==> src/hw/iptc_map.svh <==
// Register offsets, field positions, reset values and timing figures of the I2C port timing block
`ifndef IPTC_MAP_SVH
`define IPTC_MAP_SVH
`define IPTC_ADDR_CTRL        8'h02
`define IPTC_ADDR_FILT_HOLD   8'h08
`define IPTC_ADDR_ACK_TIMING  8'h09
`define IPTC_ADDR_SCL_HIGH    8'h0a
`define IPTC_ADDR_SCL_LOW     8'h0b
`define IPTC_ADDR_STATUS      8'h10
`define IPTC_RST_CTRL         8'h02
`define IPTC_RST_FILT_HOLD    8'h1c
`define IPTC_RST_ACK_TIMING   8'h10
`define IPTC_RST_SCL_HIGH     8'h7a
`define IPTC_RST_SCL_LOW      8'h7a
`define IPTC_PAR_EN_BIT       1
`define IPTC_LWD_BIT          7
`define IPTC_HOLD_LSB         4
`define IPTC_FILT_LSB         0
`define IPTC_SU_LSB           4
`define IPTC_DLY_LSB          2
`define IPTC_WD_FAST_BIT      1
`define IPTC_WD_DIS_BIT       0
`define IPTC_CLK_NS           20
`define IPTC_OSC_NS           40
`define IPTC_CLK_MHZ          50
`define IPTC_FILT_STEP_NS     5
`define IPTC_HOLD_STEP_NS     50
`define IPTC_SU_BASE_NS       80
`define IPTC_SU_STEP_NS       640
`define IPTC_DLY_BASE_NS      240
`define IPTC_DLY_STEP_NS      40
`define IPTC_SCL_EXTRA        4
`define IPTC_RECOVER_PULSES   4'h9
`define IPTC_WD_SLOW_US       1000000
`define IPTC_WD_FAST_US       50
`endif

==> src/hw/iptc_pkg.sv <==
// Types shared by the I2C port timing block
package iptc_pkg;
   typedef struct packed {
      logic        valid;
      logic        parity;
      logic [11:0] data;
   } iptc_link_t;
   typedef struct packed {
      logic [7:0] ctrl;
      logic [7:0] filt_hold;
      logic [7:0] ack_timing;
      logic [7:0] scl_high;
      logic [7:0] scl_low;
   } iptc_regs_t;
   typedef enum logic [2:0] {
      S_IDLE    = 3'b000,
      S_SLV_DLY = 3'b001,
      S_SLV_SU  = 3'b010,
      S_CLK_LO  = 3'b011,
      S_CLK_HI  = 3'b100
   } iptc_state_t;
endpackage

==> src/hw/iptc_top.sv <==
// I2C port timing, watchdog recovery and link parity check
//
// Overview of operation
// Parity checker works only while its enable is set; enable resets to one.
// Enable 0 disables, 1 enables; mismatched link data raises an error pulse.
// SDA input held after SCL falls, for 50 ns steps of field 6:4.
// Glitches on SCL and SDA up to 5 ns steps of field 3:0 rejected.
// Remote ACK: SDA set 80 ns plus 640 ns per step before SCL rises.
// SDA output changes 240 ns plus 40 ns per step after SCL falls.
// Watchdog expires after one second, or 50 us with the fast bit.
// Watchdog stopped while its disable bit is set; runs by default.
// SDA high and idle for the interval marks the bus free.
// SDA low and idle for the interval starts nine recovery SCL pulses.
// Master SCL high time is 40 ns times high setting plus four.
// Master SCL low time is 40 ns times low setting plus four; remote setup.
// Default settings give about 100 kHz at a 25 MHz oscillator.
// Software allows for ten percent oscillator spread when programming widths.
// Only master SCL phase counts run at the oscillator rate, half the core clock; other timings count core cycles.
`timescale 1ns/1ps
`include "iptc_map.svh"
`default_nettype none
module iptc_top
   import iptc_pkg::*;
#(
   parameter int WD_SLOW_CYC = `IPTC_WD_SLOW_US * `IPTC_CLK_MHZ
) (
   input  wire logic              core_clk_in,
   input  wire logic              reset_n_in,
   input  wire logic [7:0]        addr_in,
   input  wire logic [7:0]        wdata_in,
   input  wire logic              wr_in,
   input  wire logic              rd_in,
   output var  logic [7:0]        rdata_out,
   input  wire logic              scl_in,
   output var  logic              scl_out,
   output var  logic              scl_oe_out,
   input  wire logic              sda_in,
   output var  logic              sda_out,
   output var  logic              sda_oe_out,
   input  wire logic              master_en_in,
   input  wire logic              remote_active_in,
   input  wire logic              remote_ack_in,
   input  wire logic              sda_tx_in,
   output var  logic              scl_rx_out,
   output var  logic              sda_rx_out,
   output var  logic              bus_free_out,
   output var  logic              local_wr_dis_out,
   input  wire iptc_pkg::iptc_link_t link_in,
   output var  logic              parity_err_out
);
   import iptc_pkg::*;

   localparam int OSC_DIV     = `IPTC_OSC_NS / `IPTC_CLK_NS;
   localparam int WD_FAST_CYC = `IPTC_WD_FAST_US * `IPTC_CLK_MHZ;

   // Least times round up to whole core cycles
   function automatic logic [15:0] ceil_cyc(input int ns);
      return 16'((ns + `IPTC_CLK_NS - 1) / `IPTC_CLK_NS);
   endfunction

   iptc_regs_t  regs_q;
   iptc_regs_t  regs_d;
   logic [7:0]  rdata_q;
   logic [7:0]  rdata_d;
   logic        osc_tick_q;
   logic        scl_f;
   logic        sda_f;
   logic        scl_p_q;
   logic        sda_p_q;
   logic        scl_fall;
   logic        activity;
   logic [15:0] filt_cyc;
   logic [15:0] hold_cyc;
   logic [15:0] dly_cyc;
   logic [15:0] su_cyc;
   logic [15:0] hold_cnt_q;
   logic [15:0] hold_cnt_d;
   logic        sda_rx_q;
   logic        sda_rx_d;
   logic        scl_rx_q;
   logic [15:0] dly_cnt_q;
   logic [15:0] dly_cnt_d;
   logic        dly_run_q;
   logic        dly_run_d;
   logic        dly_done;
   logic        sda_q;
   logic        sda_d;
   iptc_state_t st_q;
   iptc_state_t st_d;
   logic [15:0] ph_q;
   logic [15:0] ph_d;
   logic [3:0]  rec_q;
   logic [3:0]  rec_d;
   logic [31:0] wd_q;
   logic [31:0] wd_d;
   logic        free_q;
   logic        free_d;
   logic        expire;
   logic        scl_oe_q;
   logic        par_err_q;
   logic        sda_oe_q;

   // Register file; low setting also paces remote setup outside ACK
   always_comb begin
      regs_d  = regs_q;
      rdata_d = 8'h00;
      if (wr_in) begin
         unique case (addr_in)
            `IPTC_ADDR_CTRL:       regs_d.ctrl       = wdata_in & 8'h02;
            `IPTC_ADDR_FILT_HOLD:  regs_d.filt_hold  = wdata_in;
            `IPTC_ADDR_ACK_TIMING: regs_d.ack_timing = wdata_in;
            `IPTC_ADDR_SCL_HIGH:   regs_d.scl_high   = wdata_in;
            `IPTC_ADDR_SCL_LOW:    regs_d.scl_low    = wdata_in;
            default:               regs_d            = regs_q;
         endcase
      end
      if (rd_in) begin
         unique case (addr_in)
            `IPTC_ADDR_CTRL:       rdata_d = regs_q.ctrl;
            `IPTC_ADDR_FILT_HOLD:  rdata_d = regs_q.filt_hold;
            `IPTC_ADDR_ACK_TIMING: rdata_d = regs_q.ack_timing;
            `IPTC_ADDR_SCL_HIGH:   rdata_d = regs_q.scl_high;
            `IPTC_ADDR_SCL_LOW:    rdata_d = regs_q.scl_low;
            `IPTC_ADDR_STATUS:     rdata_d = {4'h0, rec_q != 4'h0, scl_oe_q, sda_f, free_q};
            default:               rdata_d = 8'h00;
         endcase
      end
   end

   always_ff @(posedge core_clk_in) begin
      if (!reset_n_in) begin
         regs_q.ctrl       <= `IPTC_RST_CTRL;
         regs_q.filt_hold  <= `IPTC_RST_FILT_HOLD;
         regs_q.ack_timing <= `IPTC_RST_ACK_TIMING;
         regs_q.scl_high   <= `IPTC_RST_SCL_HIGH;
         regs_q.scl_low    <= `IPTC_RST_SCL_LOW;
         rdata_q           <= 8'h00;
      end else begin
         regs_q  <= regs_d;
         rdata_q <= rdata_d;
      end
   end

   // Field decode into core cycles
   always_comb begin
      filt_cyc = ceil_cyc(int'(regs_q.filt_hold[`IPTC_FILT_LSB +: 4]) * `IPTC_FILT_STEP_NS);
      hold_cyc = ceil_cyc(int'(regs_q.filt_hold[`IPTC_HOLD_LSB +: 3]) * `IPTC_HOLD_STEP_NS);
      dly_cyc  = ceil_cyc(`IPTC_DLY_BASE_NS + int'(regs_q.ack_timing[`IPTC_DLY_LSB +: 2]) * `IPTC_DLY_STEP_NS);
      if (remote_ack_in) begin
         su_cyc = ceil_cyc(`IPTC_SU_BASE_NS + int'(regs_q.ack_timing[`IPTC_SU_LSB +: 4]) * `IPTC_SU_STEP_NS);
      end else begin
         su_cyc = 16'((int'(regs_q.scl_low) + `IPTC_SCL_EXTRA) * OSC_DIV);
      end
   end

   // Oscillator-rate enable; widths stay in oscillator periods as software expects
   always_ff @(posedge core_clk_in) begin
      if (!reset_n_in) begin
         osc_tick_q <= 1'b0;
      end else begin
         osc_tick_q <= ~osc_tick_q;
      end
   end

   iptc_glitch_filter #(.CW(16)) u_scl_filt (
      .core_clk_in (core_clk_in),
      .reset_n_in  (reset_n_in),
      .raw_in      (scl_in),
      .depth_in    (filt_cyc),
      .filt_out    (scl_f)
   );

   iptc_glitch_filter #(.CW(16)) u_sda_filt (
      .core_clk_in (core_clk_in),
      .reset_n_in  (reset_n_in),
      .raw_in      (sda_in),
      .depth_in    (filt_cyc),
      .filt_out    (sda_f)
   );

   assign scl_fall = scl_p_q & ~scl_f;
   assign activity = (scl_p_q ^ scl_f) | (sda_p_q ^ sda_f);
   assign dly_done = dly_run_q && (dly_cnt_q == dly_cyc - 16'h0001);

   // Input hold and output delay after each SCL fall
   always_comb begin
      hold_cnt_d = hold_cnt_q;
      sda_rx_d   = sda_rx_q;
      dly_cnt_d  = dly_cnt_q;
      dly_run_d  = dly_run_q;
      sda_d      = sda_q;
      if (scl_fall) begin
         hold_cnt_d = hold_cyc;
      end else if (hold_cnt_q != 16'h0000) begin
         hold_cnt_d = hold_cnt_q - 16'h0001;
      end else begin
         sda_rx_d = sda_f;
      end
      if (scl_fall) begin
         dly_run_d = 1'b1;
         dly_cnt_d = 16'h0000;
      end else if (dly_done) begin
         dly_run_d = 1'b0;
      end else if (dly_run_q) begin
         dly_cnt_d = dly_cnt_q + 16'h0001;
      end
      // Recovery must leave SDA released so the stuck target can let go
      if (rec_q != 4'h0) begin
         sda_d = 1'b1;
      end else if (dly_done) begin
         sda_d = sda_tx_in;
      end
   end

   always_ff @(posedge core_clk_in) begin
      if (!reset_n_in) begin
         scl_p_q    <= 1'b1;
         sda_p_q    <= 1'b1;
         hold_cnt_q <= 16'h0000;
         sda_rx_q   <= 1'b1;
         scl_rx_q   <= 1'b1;
         dly_cnt_q  <= 16'h0000;
         dly_run_q  <= 1'b0;
         sda_q      <= 1'b1;
      end else begin
         scl_p_q    <= scl_f;
         sda_p_q    <= sda_f;
         hold_cnt_q <= hold_cnt_d;
         sda_rx_q   <= sda_rx_d;
         scl_rx_q   <= scl_f;
         dly_cnt_q  <= dly_cnt_d;
         dly_run_q  <= dly_run_d;
         sda_q      <= sda_d;
      end
   end

   assign expire = !regs_q.ctrl[`IPTC_WD_DIS_BIT] && regs_q.ack_timing[`IPTC_WD_DIS_BIT] == 1'b0 &&
                   !activity && (wd_q == 32'(regs_q.ack_timing[`IPTC_WD_FAST_BIT] ? WD_FAST_CYC - 1
                                                                                  : WD_SLOW_CYC - 1));

   // SCL driver, watchdog and bus recovery
   always_comb begin
      st_d   = st_q;
      ph_d   = ph_q;
      rec_d  = rec_q;
      wd_d   = wd_q;
      free_d = free_q;
      if (regs_q.ack_timing[`IPTC_WD_DIS_BIT] || activity) begin
         wd_d   = 32'h0000_0000;
         free_d = activity ? 1'b0 : free_q;
      end else if (expire) begin
         wd_d = 32'h0000_0000;
         if (sda_f) begin
            free_d = 1'b1;
         end else if (rec_q == 4'h0) begin
            rec_d = `IPTC_RECOVER_PULSES;
         end
      end else begin
         wd_d = wd_q + 32'h0000_0001;
      end
      unique case (st_q)
         S_IDLE: begin
            ph_d = 16'h0000;
            if (rec_q != 4'h0 || master_en_in) begin
               st_d = S_CLK_LO;
            end else if (remote_active_in && scl_fall) begin
               st_d = S_SLV_DLY;
            end
         end
         S_SLV_DLY: begin
            if (dly_done) begin
               st_d = S_SLV_SU;
               ph_d = 16'h0000;
            end
         end
         S_SLV_SU: begin
            if (ph_q >= su_cyc - 16'h0001) begin
               st_d = S_IDLE;
            end else begin
               ph_d = ph_q + 16'h0001;
            end
         end
         S_CLK_LO: begin
            if (osc_tick_q) begin
               if (ph_q >= 16'(regs_q.scl_low) + 16'(`IPTC_SCL_EXTRA) - 16'h0001) begin
                  st_d = S_CLK_HI;
                  ph_d = 16'h0000;
               end else begin
                  ph_d = ph_q + 16'h0001;
               end
            end
         end
         S_CLK_HI: begin
            // High time counts only once SCL is seen high, so a stretching target is honoured
            if (osc_tick_q && scl_f) begin
               if (ph_q >= 16'(regs_q.scl_high) + 16'(`IPTC_SCL_EXTRA) - 16'h0001) begin
                  ph_d = 16'h0000;
                  if (rec_q != 4'h0 && rec_d == rec_q) begin
                     rec_d = rec_q - 4'h1;
                  end
                  st_d = (master_en_in || rec_d != 4'h0) ? S_CLK_LO : S_IDLE;
               end else begin
                  ph_d = ph_q + 16'h0001;
               end
            end
         end
      endcase
   end

   always_ff @(posedge core_clk_in) begin
      if (!reset_n_in) begin
         st_q      <= S_IDLE;
         ph_q      <= 16'h0000;
         rec_q     <= 4'h0;
         wd_q      <= 32'h0000_0000;
         free_q    <= 1'b0;
         scl_oe_q  <= 1'b0;
         par_err_q <= 1'b0;
      end else begin
         st_q      <= st_d;
         ph_q      <= ph_d;
         rec_q     <= rec_d;
         wd_q      <= wd_d;
         free_q    <= free_d;
         scl_oe_q  <= (st_d == S_SLV_DLY) || (st_d == S_SLV_SU) || (st_d == S_CLK_LO);
         par_err_q <= link_in.valid && regs_q.ctrl[`IPTC_PAR_EN_BIT] && (^link_in.data != link_in.parity);
      end
   end

   always_ff @(posedge core_clk_in) begin
      if (!reset_n_in) begin
         scl_out  <= 1'b0;
         sda_out  <= 1'b0;
         sda_oe_q <= 1'b0;
      end else begin
         scl_out  <= 1'b0;
         sda_out  <= 1'b0;
         // Pull-down mirrors the SDA flop so the pin comes straight off a register
         sda_oe_q <= ~sda_d;
      end
   end

   assign rdata_out        = rdata_q;
   assign scl_oe_out       = scl_oe_q;
   assign sda_oe_out       = sda_oe_q;
   assign scl_rx_out       = scl_rx_q;
   assign sda_rx_out       = sda_rx_q;
   assign bus_free_out     = free_q;
   assign local_wr_dis_out = regs_q.filt_hold[`IPTC_LWD_BIT];
   assign parity_err_out   = par_err_q;
endmodule
`default_nettype wire

==> src/hw/iptc_glitch_filter.sv <==
// Glitch filter for one I2C input line
`timescale 1ns/1ps
`default_nettype none
module iptc_glitch_filter #(
   parameter int CW = 16
) (
   input  wire logic          core_clk_in,
   input  wire logic          reset_n_in,
   input  wire logic          raw_in,
   input  wire logic [CW-1:0] depth_in,
   output var  logic          filt_out
);
   logic          filt_q;
   logic          filt_d;
   logic [CW-1:0] cnt_q;
   logic [CW-1:0] cnt_d;

   // A level is taken only after it has differed for depth+1 cycles
   always_comb begin
      filt_d = filt_q;
      cnt_d  = '0;
      if (raw_in != filt_q) begin
         if (cnt_q >= depth_in) begin
            filt_d = raw_in;
         end else begin
            cnt_d = cnt_q + 1'b1;
         end
      end
   end

   always_ff @(posedge core_clk_in) begin
      if (!reset_n_in) begin
         filt_q <= 1'b1;
         cnt_q  <= '0;
      end else begin
         filt_q <= filt_d;
         cnt_q  <= cnt_d;
      end
   end

   assign filt_out = filt_q;
endmodule
`default_nettype wire

==> config.mk <==
export PLATFORM = sky130hd
export DESIGN_NAME = iptc_top
export DESIGN_NICKNAME = d
export VERILOG_FILES = /design/src/hw/iptc_pkg.sv /design/src/hw/iptc_top.sv /design/src/hw/iptc_glitch_filter.sv
export VERILOG_INCLUDE_DIRS = /design/src /design/src/hw
export SDC_FILE = /design/constraint.sdc
export NUM_CORES = 1
export LEC_CHECK = 0
export ABC_CLOCK_PERIOD_IN_PS = 19900
export BUFFER_PORTS_ARGS = -buffer_cell sky130_fd_sc_hd__clkbuf_2
export CORE_MARGIN = 2
export CORE_UTILIZATION = 39
export DETAILED_ROUTE_END_ITERATION = 16
export PLACE_DENSITY = 0.6
export SYNTH_ARGS = -nofsm -noshare
export SYNTH_HDL_FRONTEND = slang
export SYNTH_SLANG_ARGS = --single-unit
export TNS_END_PERCENT = 20
==> constraint.sdc <==
create_clock -name core_clk_in -period 19.9 [get_ports core_clk_in]
set_input_delay 0 -clock core_clk_in [delete_from_list [all_inputs] [get_ports core_clk_in]]
set_output_delay 0 -clock core_clk_in [all_outputs]
set_load 0.005 [all_outputs]
==> results.toml <==
[global_routing]
antenna_found_initial = 0
grt_pass1_vias = 11111
grt_max_degree = 36
grt_pass1_wl_um = 54900
grt_use_total_pct = 19.4
grt.overflow.total = 0

[synth]
ys_seq_elements = 172
yosys-top-cells-count = "183 x nand2_1, 183 x nor2_1, 172 x dfxtp_1, 102 x a21oi_1, 96 x ha_1"
synthDistinctLibCells = 107
synth.area.top_cells = "dfxtp_1 27%, ha_1 9.3%, nand2_1 5.3%, nor2_1 5.3%, xnor2_1 4.9%"
seq_area_frac_synth_pct = 26.7
synth.avg_cell_area_sq_um = 7.75
synth_top_family_by_area = "simple AND/OR/NAND/NOR gates"
async_flop_share_pct = 0
synth_edf_count = 0
synth_adder_area_share_pct = 9.85
yosysWarnings = 0
synth_compound_area_share_pct = 21.8
synthMuxAreaShare_pct = 2.51
yosys_most_used_dff = "dfxtp_1"
synthSimpleGateAreaFrac_pct = 26.2
synth_xor_area_share_pct = 8.61
synth_top_area_share_pct = 26.7
postSynthCellCount = 1666
yosys.area.top_type = "dfxtp_1"
synth_area_sq_um = 12900

[clocking]
root_buffer = "clkbuf_16"
post_cts_buffers = 0
cts_buffers = 17
clk_pin_slew_ns = 0.07
worstSkewPairLatency_ns = 0.45
cts_tree = "done"
htreeDepth = 4
clock-sinks = 172
cts_buffer_depth = 2

[sta]
fin_ws_ns = 4.59
final-setup-viol-count = 0
hold_violations = 0
finClkSkew_ns = 0.0209
worst_pin_slew_ns = 1.23
rsz0062_at_grt = "no"
fin_crit_sh_pct = 76.9
fin_setup_tns_ns = 0
whs_ns = 0.0248
fin_crit_ns = 15.31
drv_slew = 0
max_freq_ghz = 0.0653
slew_headroom_pct = 17.0

[flow_run]
drv_cap = 0

[power_and_ir_drop]
leakage_nw = 5.72
p_seq_share_pct = 42.2
p_sw_share_pct = 31.0
max-vdd-ir-drop_mv = 0.0613
p_switching_uw = 282
p_int_uw = 628
clkPwrFrac_pct = 36.8
combPwrFrac_pct = 21.0
power.density_nw_per_um2 = 63.4

[finish]
area_growth_syn_to_layout_pct = 11.1
antenna_cells = 0
layout-drive-gt1-share_pct = 8.55
num-fill-cells = 3311
layout.nets = 1857
stdcell_count = 2174
multi_input_area_sq_um = 9010
regArea_sq_um = 3440

[place]
port_buffers = 54
dp_cells = 2126
gp_congestion = 0.922
post-place-ws_ns = 4.78
hpwl_um = 24700

[critical_path]
cp_max_fo = 20
required_ns = 20.26
cp.arrival_ns = 15.67
startpoint_type = "flop"
worstSetupEndpointType = "flop"
cp_num_buf_inv = 7
crit_type = "flop to flop"
max_stage_delay_ns = 0.73
crit_top_cell = "ha_1"
slowest_stage = "dfxtp_1"
critPathTopFamily = "compound AO/OA/AOI/OAI gates"

[detailed_routing]
ant_nets = 0
vias = 12052
drt_iter0_drc = 861
vias_per_cell = 5.54
wire_per_inst_um = 15.1
routed_wl_um = 32800
drc = 0
first_pass_iters = 5

[floorplanning]
rows = 66
ios = 57
die-area_sq_um = 34600
initial_core_util_pct = 39.7
die_w_um = 186
die_h_um = 186
core_area_sq_um = 32500

[worst_hold_path]
hold_class = "input pin to flop"

[run_status]
status = "completed"
## logic make-up after synthesis
family | after synthesis
muxes | 32
DFF | 172
AOI/OAI and AO/OA | 403
other | 2
xor gates and xnor gates | 126
buffers and inverters | 136
adders and majority gates | 101
and+or+nand+nor | 694
## sequential cells by signal, summed over array words and instances, names as in the netlist
name                 flops
dly_cnt_q               16
local_wr_dis_out         1
sda_oe_out               1
wd_q                    32
u_scl_filt.filt_out      1
rec_q                    4
u_sda_filt.filt_out      1
regs_q                  32
ph_q                    16
hold_cnt_q              16
u_scl_filt.cnt_q        16
sda_p_q                  1
scl_rx_out               1
u_sda_filt.cnt_q        16
dly_run_q                1
scl_oe_out               1
parity_err_out           1
rdata_out                8
bus_free_out             1
sda_q                    1
osc_tick_q               1
sda_rx_out               1
st_q                     3
## power groups by stage
stage	Clock, mW	Combinational, mW	Sequential [mW]
finish	0.335	0.191	0.384
global route	0.359	0.217	0.387
CTS	0.346	0.191	0.384
detailed placement	0	0.188	0.392
global placement	0	0.185	0.391
floorplan	0	0.154	0.385
## cells in the final DEF (no fill, tap or decap), types with 6 or more instances in the layout
cell type	count
a211oi_1	14
a21o_1	23
a21oi_1	102
a221oi_1	6
a22oi_1	12
a31o_2	6
a31oi_1	23
and2_1	8
and3_1	21
buf_4	6
clkbuf_16	17
clkbuf_2	54
conb_1	25
dfxtp_1	172
dlygate4sd3_1	16
ha_1	96
inv_1	68
mux2i_1	29
nand2_1	183
nand2b_1	27
nand3_1	78
nand3b_1	7
nand4_1	19
nor2_1	183
nor2b_1	16
nor3_1	46
nor4_1	27
o2111ai_1	8
o211ai_1	16
o21a_1	8
o21ai_0	72
o22ai_1	12
o31ai_1	15
or2_2	10
or3_1	26
or4_1	9
xnor2_1	72
xor2_1	53
## worst paths after layout
kind,from,endpoint,slack (ns),cells after the start
worst min-delay path,reset_n_in,u_sda_filt.filt_out,0.02,3
worst max-delay path,regs_q[23],ph_q[12],4.59,57
worst max register to register,regs_q[23],ph_q[12],4.59,57
worst min register to register,u_scl_filt.cnt_q[0],u_scl_filt.cnt_q[0],0.47,1
## layer usage
layer | part of all wire, % | GRT usage (%) | routed length (um) | up-vias
met5 | 0 | 0 | 0 | -
met1 | 48 | 26.6 | 15800 | 5636
met4 | 1.7 | 5.73 | 556 | 0
met2 | 46 | 31.4 | 15000 | 288
li1 | - | - | - | 6088
met3 | 4.2 | 2.97 | 1370 | 40
## tightest hold or removal path: cells and delay by family
kind                   cells  cell delay (ns)
and+or+nand+nor            1             0.10
buffers and inverters      2             0.33
## repair_timing
item	4_1_cts	5_1_grt
hold buffers	16	0
endpoints found under the hold margin	45	0
gates resized for setup	0	0
## layout make-up
| cell class | instances | share of cell area [%] |
|---|---|---|
| inverter | 71 | 1.88 |
| sequential | 172 | 24.0 |
| timing repair buffer | 76 | 3.32 |
| multi-input combinational | 1381 | 62.8 |
| tap | 442 | 3.86 |
| clock inverter | 14 | 1.06 |
| clock buffer | 18 | 3.06 |
## through the flow
stage / util [%] / power (mW) / cell area, sq um
after global placement: 41.8 / 0.577 / 13600
after CTS: 44.1 / 0.921 / 14300
after global routing: 44.1 / 0.963 / 14300
final: 44.1 / 0.909 / 14300
after detailed placement: 41.8 / 0.580 / 13600
after floorplan: - / 0.538 / 13000
(Power assumes the default switching activity.)
